--- src/hbsp_pkg.sv ---
// package: constants and types shared by both ends of the host bus slave port
//
// Contract
// - strobe low starts transaction; address sampled next edge
// - only 18-bit host address decoded
// - data width selectable 8 or 16 bits
// - master drives data on write, port on read
// - parity 1-3 bits, one per data byte
// - acknowledge low completes accepted write or read
// - internal error gives error acknowledge instead
// - retry low makes master repeat cycle later; hbsp_master only ends with result HBSP_RSP_RETRY and does not repeat
package hbsp_pkg;
   localparam int ADDR_W   = 18;
   localparam int DATA_W   = 16;
   localparam int PAR_W    = 3;
   localparam int LANE_W   = 8;
   localparam logic [PAR_W-1:0]  PAR_RESET  = 3'h0;
   localparam logic [DATA_W-1:0] DATA_RESET = 16'h0000;
   localparam logic [ADDR_W-1:0] ADDR_RESET = 18'h00000;

   // response codes shared by both ends
   typedef enum logic [1:0] {
      HBSP_RSP_ACK   = 2'b00,
      HBSP_RSP_ERR   = 2'b01,
      HBSP_RSP_RETRY = 2'b10
   } hbsp_rsp_type;

   // even parity per byte lane, lanes beyond the width read as zero
   function automatic logic [PAR_W-1:0] hbsp_parity(input logic [DATA_W-1:0] d,
                                                    input logic wide);
      logic [PAR_W-1:0] p;
      p = PAR_RESET;
      p[0] = ^d[LANE_W-1:0];
      p[1] = wide ? ^d[2*LANE_W-1:LANE_W] : 1'b0;
      return p;
   endfunction : hbsp_parity
endpackage : hbsp_pkg

--- src/hbsp_if.sv ---
// interface: processor bus pins between master and slave port
`timescale 1ns/1ns
interface hbsp_if;
   import hbsp_pkg::*;
   logic                transfer_start_strobe_n;
   logic                rd_wr_n;
   logic [ADDR_W-1:0]   host_address;
   logic [DATA_W-1:0]   host_data_m;
   logic [DATA_W-1:0]   host_data_s;
   logic                host_data_s_oe_n;
   logic [PAR_W-1:0]    host_parity_m;
   logic [PAR_W-1:0]    host_parity_s;
   logic                transfer_ack_n;
   logic                transfer_error_ack_n;
   logic                retry_request_n;
   modport master (output transfer_start_strobe_n, rd_wr_n, host_address, host_data_m,
                   host_parity_m,
                   input host_data_s, host_data_s_oe_n, host_parity_s, transfer_ack_n,
                   transfer_error_ack_n, retry_request_n);
   modport port (input transfer_start_strobe_n, rd_wr_n, host_address, host_data_m,
                 host_parity_m,
                 output host_data_s, host_data_s_oe_n, host_parity_s, transfer_ack_n,
                 transfer_error_ack_n, retry_request_n);
endinterface : hbsp_if

--- src/hbsp_port.sv ---
// module: slave port end, bridging the processor bus to the internal system bus
`timescale 1ns/1ns
module hbsp_port
   import hbsp_pkg::*;
(
   input  wire logic              mclk,
   input  wire logic              rst,
   hbsp_if.port                   bus,
   input  wire logic              wide_bus,
   input  wire logic [1:0]        parity_width,
   output logic                   sys_req,
   output logic                   sys_write,
   output logic [ADDR_W-1:0]      sys_addr,
   output logic [DATA_W-1:0]      sys_wdata,
   output logic                   parity_error,
   input  wire logic              sys_done,
   input  wire logic              sys_error,
   input  wire logic              sys_busy,
   input  wire logic [DATA_W-1:0] sys_rdata
);
   // ------------------------------------------------------------
   // state
   // ------------------------------------------------------------
   typedef enum logic [1:0] {
      HBSP_IDLE = 2'b00,
      HBSP_ADDR = 2'b01,
      HBSP_WAIT = 2'b10,
      HBSP_RESP = 2'b11
   } hbsp_state_type;

   typedef struct packed {
      hbsp_state_type    state;
      logic              req;
      logic              write;
      logic [ADDR_W-1:0] addr;
      logic [DATA_W-1:0] wdata;
      logic [DATA_W-1:0] rdata;
      logic [PAR_W-1:0]  rpar;
      logic              oe_n;
      logic              ack_n;
      logic              err_n;
      logic              retry_n;
      logic              perr;
   } hbsp_port_type;

   // parity bit 2 has no data lane behind it on a 16-bit bus
   localparam int LANES = DATA_W / LANE_W;

   // reset image of the whole state; the idle enable and answer levels are high, data and parity low
   localparam hbsp_port_type PORT_RESET = '{
      state:   HBSP_IDLE,
      req:     1'b0,
      write:   1'b0,
      addr:    ADDR_RESET,
      wdata:   DATA_RESET,
      rdata:   DATA_RESET,
      rpar:    PAR_RESET,
      oe_n:    1'b1,
      ack_n:   1'b1,
      err_n:   1'b1,
      retry_n: 1'b1,
      perr:    1'b0
   };

   hbsp_port_type     r;
   hbsp_port_type     next_r;
   logic [PAR_W-1:0]  par_mask;
   logic [LANES-1:0]  lane_used;
   logic [PAR_W-1:0]  lane_chk;
   logic [DATA_W-1:0] lane_mask;
   logic [DATA_W-1:0] rd_masked;
   logic [PAR_W-1:0]  wr_par;
   logic [PAR_W-1:0]  rd_par;
   logic [PAR_W-1:0]  par_bad;
   logic              write_bad;
   logic              sys_answer;
   hbsp_rsp_type      sys_rsp;

   // ------------------------------------------------------------
   // parity width
   // ------------------------------------------------------------
   always_comb begin
      unique case (parity_width)
         2'h0:    par_mask = 3'h1;
         2'h1:    par_mask = 3'h3;
         default: par_mask = 3'h7;
      endcase
   end

   // ------------------------------------------------------------
   // byte lanes
   // ------------------------------------------------------------
   for (genvar g = 0; g < PAR_W; g++) begin : g_lane
      if (g < LANES) begin : g_data
         assign lane_used[g] = (g == 0) || wide_bus;
         assign lane_mask[g*LANE_W +: LANE_W] = {LANE_W{lane_used[g]}};
         assign lane_chk[g] = lane_used[g];
         assign wr_par[g] = ^bus.host_data_m[g*LANE_W +: LANE_W];
         assign rd_par[g] = ^rd_masked[g*LANE_W +: LANE_W];
      end else begin : g_none
         // no data bits stand behind this parity bit, so it must stay low
         assign lane_chk[g] = 1'b1;
         assign wr_par[g] = 1'b0;
         assign rd_par[g] = 1'b0;
      end
      assign par_bad[g] = (wr_par[g] ^ bus.host_parity_m[g])
                          & par_mask[g] & lane_chk[g];
   end
   // the masked copy keeps an idle upper lane from leaking into read data
   assign rd_masked = sys_rdata & lane_mask;
   assign write_bad = |par_bad;

   // ------------------------------------------------------------
   // internal bus answer
   // ------------------------------------------------------------
   // an error report outranks a plain completion in the same cycle
   always_comb begin
      sys_answer = 1'b0;
      sys_rsp = HBSP_RSP_ACK;
      if (sys_error) begin
         sys_answer = 1'b1;
         sys_rsp = HBSP_RSP_ERR;
      end else if (sys_done) begin
         sys_answer = 1'b1;
      end
   end

   // ------------------------------------------------------------
   // next state
   // ------------------------------------------------------------
   always_comb begin
      next_r = r;
      next_r.ack_n = 1'b1;
      next_r.err_n = 1'b1;
      next_r.retry_n = 1'b1;
      next_r.req = 1'b0;
      unique case (r.state)
         HBSP_IDLE: begin
            next_r.oe_n = 1'b1;
            // strobes seen in any other state belong to no transaction and are dropped
            if (!bus.transfer_start_strobe_n) begin
               next_r.state = HBSP_ADDR;
            end
         end
         HBSP_ADDR: begin
            next_r.addr = bus.host_address;
            next_r.write = ~bus.rd_wr_n;
            // write data is captured only on the enabled lanes
            next_r.wdata = bus.host_data_m & lane_mask;
            next_r.perr = write_bad & ~bus.rd_wr_n;
            // a busy system bus refuses at once rather than stalling the master
            if (sys_busy) begin
               next_r.retry_n = 1'b0;
               next_r.state = HBSP_RESP;
            end else begin
               next_r.req = 1'b1;
               next_r.state = HBSP_WAIT;
            end
         end
         HBSP_WAIT: begin
            // limitation: an internal bus that never answers leaves the port waiting
            if (sys_answer) begin
               next_r.state = HBSP_RESP;
               if (sys_rsp == HBSP_RSP_ERR) begin
                  next_r.err_n = 1'b0;
               end else begin
                  next_r.ack_n = 1'b0;
               end
               if (!r.write) begin
                  next_r.rdata = rd_masked;
                  next_r.rpar = rd_par & par_mask;
                  next_r.oe_n = 1'b0;
               end
            end
         end
         HBSP_RESP: begin
            next_r.oe_n = 1'b1; // release data after the single answer cycle
            next_r.state = HBSP_IDLE;
         end
      endcase
   end

   // ------------------------------------------------------------
   // registers
   // ------------------------------------------------------------
   always_ff @(posedge mclk or posedge rst) begin
      if (rst) begin
         r <= PORT_RESET;
      end else begin
         r <= next_r;
      end
   end

   // ------------------------------------------------------------
   // outputs
   // ------------------------------------------------------------
   // every pin below is a register bit, so nothing glitches onto the host bus
   assign bus.host_data_s = r.rdata;
   assign bus.host_parity_s = r.rpar;
   assign bus.host_data_s_oe_n = r.oe_n;
   assign bus.transfer_ack_n = r.ack_n;
   assign bus.transfer_error_ack_n = r.err_n;
   assign bus.retry_request_n = r.retry_n;
   assign sys_req = r.req;
   assign sys_write = r.write;
   assign sys_addr = r.addr;
   assign sys_wdata = r.wdata;
   assign parity_error = r.perr;
endmodule : hbsp_port

--- src/flat_wrapper.sv ---
// flat-port wrapper written by rule: the top's interface ports become plain ports
module hbsp_port_flat import hbsp_pkg::*;
  (mclk, rst, wide_bus, parity_width, sys_req, sys_write, sys_addr, sys_wdata, parity_error, sys_done, sys_error, sys_busy, sys_rdata, bus_transfer_start_strobe_n, bus_rd_wr_n, bus_host_address, bus_host_data_m, bus_host_parity_m, bus_host_data_s, bus_host_data_s_oe_n, bus_host_parity_s, bus_transfer_ack_n, bus_transfer_error_ack_n, bus_retry_request_n);
  hbsp_if bus_i ();
  input  wire logic mclk;
  input  wire logic rst;
  input  wire logic wide_bus;
  input  wire logic [1:0] parity_width;
  output logic sys_req;
  output logic sys_write;
  output logic [ADDR_W-1:0] sys_addr;
  output logic [DATA_W-1:0] sys_wdata;
  output logic parity_error;
  input  wire logic sys_done;
  input  wire logic sys_error;
  input  wire logic sys_busy;
  input  wire logic [DATA_W-1:0] sys_rdata;
  input wire logic [$bits(bus_i.transfer_start_strobe_n)-1:0] bus_transfer_start_strobe_n;
  input wire logic [$bits(bus_i.rd_wr_n)-1:0] bus_rd_wr_n;
  input wire logic [$bits(bus_i.host_address)-1:0] bus_host_address;
  input wire logic [$bits(bus_i.host_data_m)-1:0] bus_host_data_m;
  input wire logic [$bits(bus_i.host_parity_m)-1:0] bus_host_parity_m;
  output wire logic [$bits(bus_i.host_data_s)-1:0] bus_host_data_s;
  output wire logic [$bits(bus_i.host_data_s_oe_n)-1:0] bus_host_data_s_oe_n;
  output wire logic [$bits(bus_i.host_parity_s)-1:0] bus_host_parity_s;
  output wire logic [$bits(bus_i.transfer_ack_n)-1:0] bus_transfer_ack_n;
  output wire logic [$bits(bus_i.transfer_error_ack_n)-1:0] bus_transfer_error_ack_n;
  output wire logic [$bits(bus_i.retry_request_n)-1:0] bus_retry_request_n;
  assign bus_i.transfer_start_strobe_n = bus_transfer_start_strobe_n;
  assign bus_i.rd_wr_n = bus_rd_wr_n;
  assign bus_i.host_address = bus_host_address;
  assign bus_i.host_data_m = bus_host_data_m;
  assign bus_i.host_parity_m = bus_host_parity_m;
  assign bus_host_data_s = bus_i.host_data_s;
  assign bus_host_data_s_oe_n = bus_i.host_data_s_oe_n;
  assign bus_host_parity_s = bus_i.host_parity_s;
  assign bus_transfer_ack_n = bus_i.transfer_ack_n;
  assign bus_transfer_error_ack_n = bus_i.transfer_error_ack_n;
  assign bus_retry_request_n = bus_i.retry_request_n;
  hbsp_port u_core (.mclk(mclk), .rst(rst), .bus(bus_i), .wide_bus(wide_bus), .parity_width(parity_width), .sys_req(sys_req), .sys_write(sys_write), .sys_addr(sys_addr), .sys_wdata(sys_wdata), .parity_error(parity_error), .sys_done(sys_done), .sys_error(sys_error), .sys_busy(sys_busy), .sys_rdata(sys_rdata));
endmodule
--- config.mk ---
export PLATFORM = sky130hd
export DESIGN_NAME = hbsp_port_flat
export DESIGN_NICKNAME = d
export VERILOG_FILES = /design/src/hbsp_pkg.sv /design/src/hbsp_if.sv /design/src/hbsp_port.sv /design/src/flat_wrapper.sv
export SDC_FILE = /design/constraint.sdc
export NUM_CORES = 1
export LEC_CHECK = 0
export BUFFER_PORTS_ARGS = -buffer_cell sky130_fd_sc_hd__clkbuf_2
export CORE_ASPECT_RATIO = 1.1
export CORE_MARGIN = 5
export CORE_UTILIZATION = 45
export CTS_BUF_LIST = sky130_fd_sc_hd__clkbuf_2
export DETAILED_ROUTE_END_ITERATION = 12
export GPL_ROUTABILITY_DRIVEN = 0
export GPL_TIMING_DRIVEN = 0
export PLACE_DENSITY = 0.78
export SLEW_MARGIN = 15
export SYNTH_ARGS = -nofsm -noshare
export SYNTH_HDL_FRONTEND = slang
export SYNTH_SLANG_ARGS = --single-unit
--- constraint.sdc ---
create_clock -name mclk -period 1.7 [get_ports mclk]
set_clock_uncertainty 0.15 [all_clocks]
set_input_delay 0.085 -clock mclk [delete_from_list [all_inputs] [get_ports mclk]]
set_output_delay 0.085 -clock mclk [all_outputs]
set_load 0.02 [all_outputs]
==> results of run 1 <==
==> registers in the layout (all words and copies together) (netlist names) <==
name,count
u_core.sys_addr,18
u_core.sys_wdata,16
u_core.bus.host_data_s_oe_n,1
u_core.sys_req,1
u_core.r,2
u_core.bus.transfer_error_ack_n,1
u_core.sys_write,1
u_core.bus.host_parity_s,2
u_core.parity_error,1
u_core.bus.retry_request_n,1
u_core.bus.host_data_s,16
u_core.bus.transfer_ack_n,1
==> worst max path at each step <==
stage                     slack (ns)  cells past startpoint          from                        end
final                           0.06                      4  u_core.r[61]  u_core.bus.host_data_s[0]
after global placement         -0.23                      5  u_core.r[61]         u_core.sys_addr[5]
after CTS                      -0.02                      5  u_core.r[60]  u_core.bus.host_data_s[0]
after global routing           -0.01                      5  u_core.r[60]  u_core.bus.host_data_s[1]
after detailed placement       -0.28                      5  u_core.r[61]         u_core.sys_addr[6]
after floorplan                0.006                      5  u_core.r[61]        u_core.sys_addr[10]
==> cell families (layout without fill, tap and decap cells) <==
logic type / after synthesis / after routing / synth area share
AOI/OAI and AO/OA: 27 / 27 / 0.0484
xor gates and xnor gates: 24 / 24 / 0.0870
adders and majority gates: 4 / 4 / 0.0163
buffers and inverters: 75 / 283 / 0.158
DFF: 61 / 61 / 0.497
muxes: 37 / 37 / 0.134
other: 1 / 1 / 0.00122
and+or+nand+nor: 40 / 40 / 0.0573
==> metal layers <==
layer,vias to the layer above,track usage
met5,-,0
met4,0,0.0628
met3,8,0.0510
met2,98,0.348
met1,1197,0.207
li1,1233,-
==> cell type report <==
type / count / area (um^2)
buffer: 62 / 469
clock buffer: 10 / 50.0
clock inverter: 4 / 17.5
fill: 496 / 1950
inverter: 13 / 55.1
multi-input combinational: 133 / 1090
sequential: 61 / 1530
tap: 82 / 103
timing repair buffer: 193 / 1360
timing repair inverter: 1 / 5.00
==> worst max-delay path: stages, from the launching register on <==
cell and delay [ns]:
dfrtp_2 0.48, ha_4 0.19, o211ai_1 0.16, buf_4 0.23
mux2_1 0.33
==> metrics by stage <==
stage	area, um^2	total power, W	TNS (ns)	worst slack [ns]	std cells
global placement	3790	0.00610	-4.45	-0.228	471
detailed placement	3840	0.00625	-5.62	-0.277	473
CTS	4640	0.00712	-0.0914	-0.0216	556
global route	4680	0.00770	-0.0490	-0.0137	559
finish	4680	0.00718	0	0.0591	559
floorplan	3080	0.00519	0	0.00573	269
==> power groups by stage <==
stage               registers (W)  logic [W]  clock network (W)
floorplan                 0.00245    0.00274                  0
global placement          0.00242    0.00368                  0
detailed placement        0.00248    0.00377                  0
CTS                       0.00245    0.00399           0.000676
global route              0.00254    0.00441           0.000744
finish                    0.00246    0.00407           0.000648
==> what timing repair did <==
| item | CTS | global route |
|---|---|---|
| pin swaps | 0 | 1 |
| setup buffers | 0 | 1 |
| gates cloned | 0 | 2 |
| endpoints found under the hold margin | 117 | 0 |
| hold buffers | 69 | 0 |
| endpoints found under the setup margin | 32 | 48 |
| gates resized for setup | 11 | 12 |
==> layout by cell type (no fill, tap or decap), types with 2 or more instances in the layout <==
cell type / netlist / routed
clkbuf_2: 0 / 132
dfrtp_1: 57 / 56
mux2i_1: 2 / 2
nand2b_1: 3 / 3
clkinv_2: 0 / 2
dfstp_2: 4 / 4
buf_8: 0 / 2
xor3_1: 2 / 2
mux2_1: 35 / 35
ha_1: 4 / 2
xnor3_1: 2 / 2
xor2_1: 4 / 4
dlygate4sd3_1: 0 / 69
nand2_1: 31 / 31
inv_1: 13 / 10
a21oi_1: 2 / 2
xnor2_1: 16 / 16
o21ai_1: 14 / 14
o21ai_0: 6 / 6
ha_4: 0 / 2
clkbuf_1: 4 / 2
buf_4: 53 / 56
clkinv_1: 0 / 2
buf_16: 0 / 2
==> results by group, run 1 <==
Outcome
  – Status: completed

Synthesis
  – Synth cell types: 30
  – Synth area leaders: dfrtp_1, buf_4, mux2_1
  – Syn nets: 336
  – Post-synth top cells: dfrtp_1, buf_4, mux2_1
  – Syn Inst Count: 269
  – Flops & latches, synth: 61
  – Sequential cell area fraction in the yosys report: 0.497
  – Most common cell in the synthesized netlist: dfrtp_1
  – Prevailing post-synth register cell: dfrtp_1
  – Yosys warns: 0
  – Top-area cell type share of the netlist area: 0.463
  – Mapped Area: 0.00308 mm^2
  – Async set-reset flop share out of synthesis: 1.00
  – Synth area leader: dfrtp_1
  – Post-synth EDFFs: 0
  – Syn Area/Cell: 11.4 um^2

Pwr
  – Clock power share: 0.090
  – Leakage: 2.35 nW
  – Internal: 0.00431 W
  – Switching power: 0.00286 W
  – Power density cells: 1530 mW/mm^2
  – Worst vdd ir: 1100 uV
  – Combinational power share: 0.567
  – Sw Share: 0.399
  – Share of power burned in registers: 0.342

Routing
  – Metal3 WL: 613 um
  – Wire per inst: 14.3 um
  – Via density: 4.54
  – Pre-antenna DRT Iters: 4
  – Post-route ant nets: 0
  – Routed met1 length: 3090 um
  – DR vias: 2536
  – Residual DRC count: 0
  – Top routing layer used: met4
  – Final WL: 7980 um
  – DR WL met2: 4200 um
  – DR iter-0 viols: 46

Clock tree
  – H-tree depth: 3
  – Clk_lat worst skew: 0.44 ns
  – Max clock buf depth: 2
  – Root Buffer: clkbuf_2
  – CTS buffer count: 9
  – TritonCTS clock tree: built
  – CTS sink cnt: 61
  – Reg clk slew, reported paths: 0.15 ns

Cells and area
  – Area delta synth->final: 52.0%
  – Util after Layout: 0.706
  – Nets: 541
  – Share of cells above drive strength 1: 0.434
  – Antenna Cells: 0

Floorplan
  – Starting Density: 0.464
  – Num ports: 123
  – Width of the die: 88.9 um
  – Die Area: 0.00860 mm^2
  – Row cnt: 31
  – Core area: 0.00663 mm^2
  – Die H: 96.8 um

STA
  – Tcrit/Tclk final: 0.965
  – Final Setup Violations: 0
  – Min Hold Slack: 0.0773 ns
  – Max Transition Viols Final: 0
  – Minimum clock period: 1.64 ns
  – Fin. Hold Viols: 0
  – Maximum clock frequency: 0.609 GHz

Critical path
  – CP required: 1.90 ns
  – Reg-to-Reg Start: u_core.r[61]
  – FF-to-FF path depth: 4
  – Crit. End Element: register
  – Reg2Reg Capture Point: u_core.bus.host_data_s[0]
  – Worst Path Arrival: 1.84 ns
  – Crit path max fanout: 5
  – Startpoint Class: register
  – Crit path kind: reg -> reg
  – R2R setup slack: 0.06 ns

Job
  – Max_cap viols: 0

Hold path
  – Hold Crit Endpoint: u_core.parity_error
  – Min-delay src: parity_width[1]
  – Hold Path Class: in -> reg
  – Hold path cells: 5

Place
  – Post-DP HPWL: 5230 um
  – Buffers added on ports: 120

GRT
  – Pin count of the biggest net entering global routing: 25
  – Initial antenna violation count: 0
  – GRT Util Overall: 0.191
  – Vias in the first global route: 2835
  – Gr ovfl total: 0
  – Global-route wire length before repair: 12800 um
Power figures use the tool's default switching activity.
==> run 2, diff against run 1 <==
--- a/config.mk
+++ b/config.mk
@@ -13,6 +13,7 @@
 export DETAILED_ROUTE_END_ITERATION = 12
 export GPL_ROUTABILITY_DRIVEN = 0
 export GPL_TIMING_DRIVEN = 0
+export HOLD_SLACK_MARGIN = 0.12
 export PLACE_DENSITY = 0.78
 export SLEW_MARGIN = 15
 export SYNTH_ARGS = -nofsm -noshare
==> run 2 against run 1 <==
Against the previous run:
- worst setup slack got worse by 0.0012 ns
- global-route usage barely moved
- fmax barely moved
- sequential power barely moved
- clock power barely moved
- total power barely moved
- critical path depth did not move
- critical path type unchanged
- highest routed layer unchanged
==> results by group, run 2 (synthesis gave the netlist of run 1 again) <==
Outcome
  – Status: completed

Place
  – Post-DP HPWL: 5230 um (unchanged)
  – Placed insts: 473 (unchanged)
  – Buffers added on ports: 120 (unchanged)
  – Placed Area: 0.00384 mm^2 (unchanged)

STA
  – Minimum clock period: 1.64 ns (+0.00121 ns)
  – Max Transition Viols Final: 0 (unchanged)
  – Final Setup Violations: 0 (unchanged)
  – Tcrit/Tclk final: 0.966 (about the same)
  – Final setup TNS: 0 ns (unchanged)
  – Maximum clock frequency: 0.609 GHz (about the same)
  – Fin. Hold Viols: 0 (unchanged)

Floorplan
  – Core area: 0.00663 mm^2 (unchanged)
  – Num ports: 123 (unchanged)
  – Width of the die: 88.9 um (unchanged)
  – Die H: 96.8 um (unchanged)
  – Row cnt: 31 (unchanged)
  – Die Area: 0.00860 mm^2 (unchanged)
  – Starting Density: 0.464 (unchanged)

Routing
  – DR vias: 2548 (+0.47%)
  – Final WL: 8010 um (+0.41%)
  – Wire per inst: 14.3 um (-0.12%)
  – Residual DRC count: 0 (unchanged)
  – Pre-antenna DRT Iters: 4 (unchanged)
  – DR iter-0 viols: 72 (+57%)
  – Via density: 4.53 (about the same)
  – Post-route ant nets: 0 (unchanged)

Pwr
  – Switching power: 0.00286 W (about the same)
  – Leakage: 2.36 nW (+0.53%)
  – Internal: 0.00432 W (+0.10%)
  – Sw Share: 0.399 (about the same)
  – Combinational power share: 0.567 (about the same)
  – Share of power burned in registers: 0.342 (about the same)
  – Power density cells: 1520 mW/mm^2 (-0.57%)
  – Clock power share: 0.091 (about the same)
  – Worst vdd ir: 1100 uV (about the same)

Clock tree
  – H-tree depth: 3 (unchanged)
  – Reg clk slew, reported paths: 0.15 ns (about the same)
  – Clk_lat worst skew: 0.44 ns (about the same)
  – CTS sink cnt: 61 (unchanged)
  – TritonCTS clock tree: built
  – CTS buffer count: 9 (unchanged)
  – Root Buffer: clkbuf_2
  – Max clock buf depth: 2 (unchanged)

Hold path
  – Hold path cells: 3 (-2)
  – Hold Path Class: in -> reg

Critical path
  – Critical Path Stages: 4 (unchanged)
  – Crit path buffers/inverters: 1 (unchanged)
  – CP top delay family: flip-flops
  – Crit path kind: reg -> reg
  – Crit path max fanout: 5 (unchanged)
  – FF-to-FF path depth: 4 (unchanged)
  – CP required: 1.90 ns (about the same)
  – Worst-path cell chain: ha_4 -> o211ai_1 -> buf_4 -> mux2_1
  – Worst Path Arrival: 1.84 ns (about the same)
  – Crit. End Element: register
  – Startpoint Class: register
  – Crit-path max cell delay: 0.48 ns (about the same)
  – Slowest cell on the critical path: dfrtp_2

Cells and area
  – Non-filler cells, final: 562 (+0.54%)
  – Largest register FFs: 18 (unchanged)
  – Commonest non-fill, non-tap cell in the layout: clkbuf_2
  – Cell area after layout: 0.00471 mm^2 (+0.64%)
  – Share of cells above drive strength 1: 0.431 (-0.00271)
  – Nets: 544 (+0.55%)
  – Area delta synth->final: 52.9%
  – Antenna Cells: 0 (unchanged)
  – Most frequent cells in the layout: clkbuf_2, dlygate4sd3_1, buf_4, dfrtp_1, mux2_1

GRT
  – Initial antenna violation count: 0 (unchanged)
  – Gr ovfl total: 0 (unchanged)
  – Vias in the first global route: 2843 (+0.28%)
  – Global-route wire length before repair: 12800 um (+0.16%)
  – Pin count of the biggest net entering global routing: 25 (unchanged)
  – GRT Util Overall: 0.191 (+0.000347)

Job
  – Max_cap viols: 0 (unchanged)
==> run 2: cell count changes in the layout (fill, tap and decap cells not counted), sizes merged <==
cell	delta
dlygate4sd3	+3
==> run 2: power groups by stage <==
stage / combinational, W / clock, W / sequential, W
2_1_floorplan: 0.00274 / 0 / 0.00245
3_3_place_gp: 0.00368 / 0 / 0.00242
3_5_place_dp: 0.00377 / 0 / 0.00248
4_1_cts: 0.00399 / 0.000676 / 0.00245
5_1_grt: 0.00442 / 0.000744 / 0.00254
6_report: 0.00407 / 0.000651 / 0.00246
==> run 2: per-stage QoR <==
step / hold WS, ns / util / total power [W] / worst slack, ns
after CTS: 0.147 / 0.700 / 0.00712 / -0.0216
after detailed placement: -0.0260 / 0.579 / 0.00625 / -0.277
after global placement: 0.101 / 0.571 / 0.00610 / -0.228
after global routing: 0.163 / 0.710 / 0.00770 / -0.0137
after floorplan: -0.0257 / - / 0.00519 / 0.00573
final: 0.199 / 0.710 / 0.00718 / 0.0579
==> run 2: timing repair <==
item | 4_1_cts | 5_1_grt
gates cloned | 0 | 2
setup buffers | 0 | 1
setup endpoints to repair | 32 | 49
hold buffers | 70 | 3
endpoints found under the hold margin | 117 | 1
pin swaps | 0 | 1
gates resized for setup | 11 | 12
==> run 2: layout make-up <==
type	instances	area, um^2
fillers	490	1920
flip-flops and latches	61	1530
repair buffers	196	1390
multi-input cells	133	1090
plain buffers	62	469
well taps	82	103
inverters	13	55.1
clock buffers	10	50.0
clock inverters	4	17.5
repair inverters	1	5.00
==> run 2: layer usage <==
layer,track usage,wire [um],up-vias
li1,-,-,1238
met1,0.207,3120,1202
met2,0.345,4170,95
met3,0.0510,593,13
met4,0.0721,132,0
met5,0,0,-
==> run 2: path summary, 6_finish.rpt <==
kind / from / to / slack (ns)
min reg2reg: u_core.bus.host_parity_s[0] / u_core.bus.host_parity_s[0] / 0.35
min in group asynchronous: rst / u_core.sys_addr[8] / 0.63
min: sys_busy / u_core.bus.retry_request_n / 0.20
max reg2reg: u_core.r[61] / u_core.bus.host_data_s[0] / 0.06
max in group asynchronous: rst / u_core.bus.retry_request_n / 0.10
max: u_core.r[61] / u_core.bus.host_data_s[0] / 0.06
==> run 2: worst register-to-register path, cell delays in order, from the launching register on <==
cell and delay [ns]:
dfrtp_2 0.48, ha_4 0.19, o211ai_1 0.16, buf_4 0.23
mux2_1 0.33
==> run 3, diff against run 2 <==
--- a/config.mk
+++ b/config.mk
@@ -6,15 +6,18 @@
 export NUM_CORES = 1
 export LEC_CHECK = 0
 export BUFFER_PORTS_ARGS = -buffer_cell sky130_fd_sc_hd__clkbuf_2
+export CAP_MARGIN = 20
+export CELL_PAD_IN_SITES_DETAIL_PLACEMENT = 1
+export CELL_PAD_IN_SITES_GLOBAL_PLACEMENT = 2
 export CORE_ASPECT_RATIO = 1.1
 export CORE_MARGIN = 5
-export CORE_UTILIZATION = 45
+export CORE_UTILIZATION = 28
 export CTS_BUF_LIST = sky130_fd_sc_hd__clkbuf_2
 export DETAILED_ROUTE_END_ITERATION = 12
 export GPL_ROUTABILITY_DRIVEN = 0
 export GPL_TIMING_DRIVEN = 0
 export HOLD_SLACK_MARGIN = 0.12
-export PLACE_DENSITY = 0.78
+export PLACE_DENSITY_LB_ADDON = 0.1
 export SLEW_MARGIN = 15
 export SYNTH_ARGS = -nofsm -noshare
 export SYNTH_HDL_FRONTEND = slang
==> run 3 against run 2 <==
Against the previous run:
- wire length is 0.66% higher
- worst hold slack worse by 0.026 ns
- combinational power hardly changed
- critical path type unchanged
- critical endpoint is now u_core.sys_addr[15]
==> results by group, run 3 (synthesis gave the netlist of run 1 again) <==
Pwr
  – Worst vdd ir: 563 uV (-49%)
  – Leakage: 2.39 nW (+1.2%)
  – Power density cells: 1530 mW/mm^2 (+0.31%)

Floorplan
  – Starting Density: 0.284 (-0.181)
  – Die Area: 0.0132 mm^2 (+53%)
  – Core area: 0.0109 mm^2 (+64%)
  – Num ports: 123 (unchanged)
  – Width of the die: 110 um (+24%)
  – Row cnt: 40 (+29%)
  – Die H: 120 um (+24%)

Clock tree
  – Reg clk slew, reported paths: 0.17 ns (+0.02 ns)
  – CTS sink cnt: 61 (unchanged)
  – H-tree depth: 3 (unchanged)
  – Clk_lat worst skew: 0.46 ns (+0.02 ns)
  – Root Buffer: clkbuf_2
  – Max clock buf depth: 2 (unchanged)
  – CTS buffer count: 9 (unchanged)
  – TritonCTS clock tree: built

Critical path
  – Reg2Reg Capture Point: u_core.sys_addr[15]
  – Crit. End Element: register
  – Worst-path cell chain: inv_2 -> ha_4 -> buf_6 -> buf_6 -> mux2_1
  – Crit-path max cell delay: 0.46 ns (-0.02 ns)
  – Worst Path Arrival: 1.86 ns (+0.02 ns)
  – Startpoint Class: register
  – Crit path kind: reg -> reg
  – Most used cell along the critical path: buf_6
  – Crit path max fanout: 10 (+5)
  – Slowest cell on the critical path: dfrtp_1
  – CP required: 1.92 ns (+0.02 ns)
  – FF-to-FF path depth: 5 (+1)
  – R2R setup slack: 0.06 ns (about the same)
  – Reg-to-Reg Start: u_core.r[61]

Routing
  – Final WL: 8070 um (+0.66%)
  – Via density: 4.02 (-11%)
  – Wire per inst: 12.9 um (-9.8%)
  – Post-route ant nets: 0 (unchanged)
  – Pre-antenna DRT Iters: 4 (unchanged)
  – DR vias: 2522 (-1.0%)
  – Residual DRC count: 0 (unchanged)
  – DR iter-0 viols: 44 (-39%)

GRT
  – Initial antenna violation count: 0 (unchanged)
  – Global-route wire length before repair: 13000 um (+2.0%)
  – Gr ovfl total: 0 (unchanged)
  – Pin count of the biggest net entering global routing: 26 (+4.0%)
  – GRT Util Overall: 0.127 (-0.0638)
  – Vias in the first global route: 2802 (-1.4%)

Cells and area
  – Most frequent cells in the layout: clkbuf_2, dlygate4sd3_1, dfrtp_1
  – Nets: 542 (-0.37%)
  – Cell area after layout: 0.00482 mm^2 (+2.3%)
  – Commonest non-fill, non-tap cell in the layout: clkbuf_2
  – Antenna Cells: 0 (unchanged)
  – Share of cells above drive strength 1: 0.442 (+0.0104)
  – Area delta synth->final: 56.4%
  – Largest register FFs: 18 (unchanged)

STA
  – Worst Slack Setup Final: 0.0601 ns (+0.00227 ns)
  – Fin. Hold Viols: 0 (unchanged)
  – Final setup TNS: 0 ns (unchanged)
  – RSZ-0062 raised after global routing: true
  – Minimum clock period: 1.64 ns (-0.00227 ns)
  – Min Hold Slack: 0.173 ns (-0.0258 ns)
  – Max Transition Viols Final: 0 (unchanged)
  – Final Setup Violations: 0 (unchanged)
  – Maximum clock frequency: 0.610 GHz (+0.14%)
  – Tcrit/Tclk final: 0.965 (-0.00134)

Hold path
  – Min-delay src: sys_busy
  – Hold Crit Endpoint: u_core.sys_req
  – Hold path cells: 3 (unchanged)
  – Hold Path Class: in -> reg

Outcome
  – Status: completed

Place
  – Post-DP HPWL: 5830 um (+12%)
  – Placed Area: 0.00391 mm^2 (+1.7%)
  – Buffers added on ports: 120 (unchanged)
  – Pre-CTS setup slack: -0.328 ns (-0.0511 ns)

Job
  – Max_cap viols: 0 (unchanged)
-- run 3: changes by cell type in the layout (fill, tap and decap cells not counted), sizes merged --
| cell | before | now |
|---|---|---|
| dlygate4sd3 | 72 | 73 |
| bufinv | 0 | 1 |
| buf | 62 | 61 |
| clkinv | 4 | 3 |
-- run 3: repair_timing --
action / CTS / global route
resized for setup: 12 / 8
setup buffers: 1 / 0
pin swaps: 0 / 1
hold buffers: 72 / 1
hold endpoints to repair: 122 / 7
endpoints found under the setup margin: 45 / 38
-- run 3: worst max-delay path by stage --
| stage | startpoint | to | slack [ns] | depth (start not counted) |
|---|---|---|---|---|
| 2_1_floorplan | u_core.r[61] | u_core.sys_addr[10] | 0.006 | 5 |
| 3_3_place_gp | u_core.r[61] | u_core.sys_addr[5] | -0.29 | 5 |
| 3_5_place_dp | u_core.r[61] | u_core.sys_addr[5] | -0.33 | 5 |
| 4_1_cts | u_core.r[61] | u_core.sys_addr[15] | -0.02 | 5 |
| 5_1_grt | u_core.r[60] | u_core.bus.host_data_s[3] | -0.01 | 5 |
| 6_report | u_core.r[61] | u_core.sys_addr[15] | 0.06 | 5 |
-- run 3: report_power, final --
| group | switching (W) | leakage, nW | internal (W) | total (W) |
|---|---|---|---|---|
| combinational | 0.00201 | 1.58 | 0.00204 | 0.00405 |
| clock | 0.000543 | 0.0717 | 0.000345 | 0.000888 |
| sequential | 0.000317 | 0.739 | 0.00211 | 0.00243 |
-- run 3: area by class of cell --
type | count | area [um^2]
clock inverter | 5 | 52.6
tap | 147 | 184
clock buffer | 11 | 55.1
fill | 1249 | 6040
multi-input combinational | 133 | 1100
sequential | 61 | 1530
timing repair buffer | 196 | 1380
buffer | 61 | 462
inverter | 13 | 52.6
-- run 3: critical path, delay by kind of cell, from the launching register on --
family	cells	cell delay, ns
DFF	1	0.46
buffers and inverters	3	0.44
muxes	1	0.33
adders and majority gates	1	0.16
-- run 3: through the flow --
step	cells	util	power (W)
after floorplan	269	-	0.00519
after global placement	536	0.356	0.00620
after detailed placement	538	0.360	0.00629
after CTS	627	0.439	0.00744
after global routing	627	0.444	0.00795
final	627	0.444	0.00737
-- run 3: layer usage --
metal	share of wire	wire, um	up-vias	global-route usage
li1	-	-	1233	-
met1	0.40	3210	1199	0.144
met2	0.51	4130	78	0.223
met3	0.069	559	12	0.0355
met4	0.020	160	0	0.0483
met5	0	0	-	0
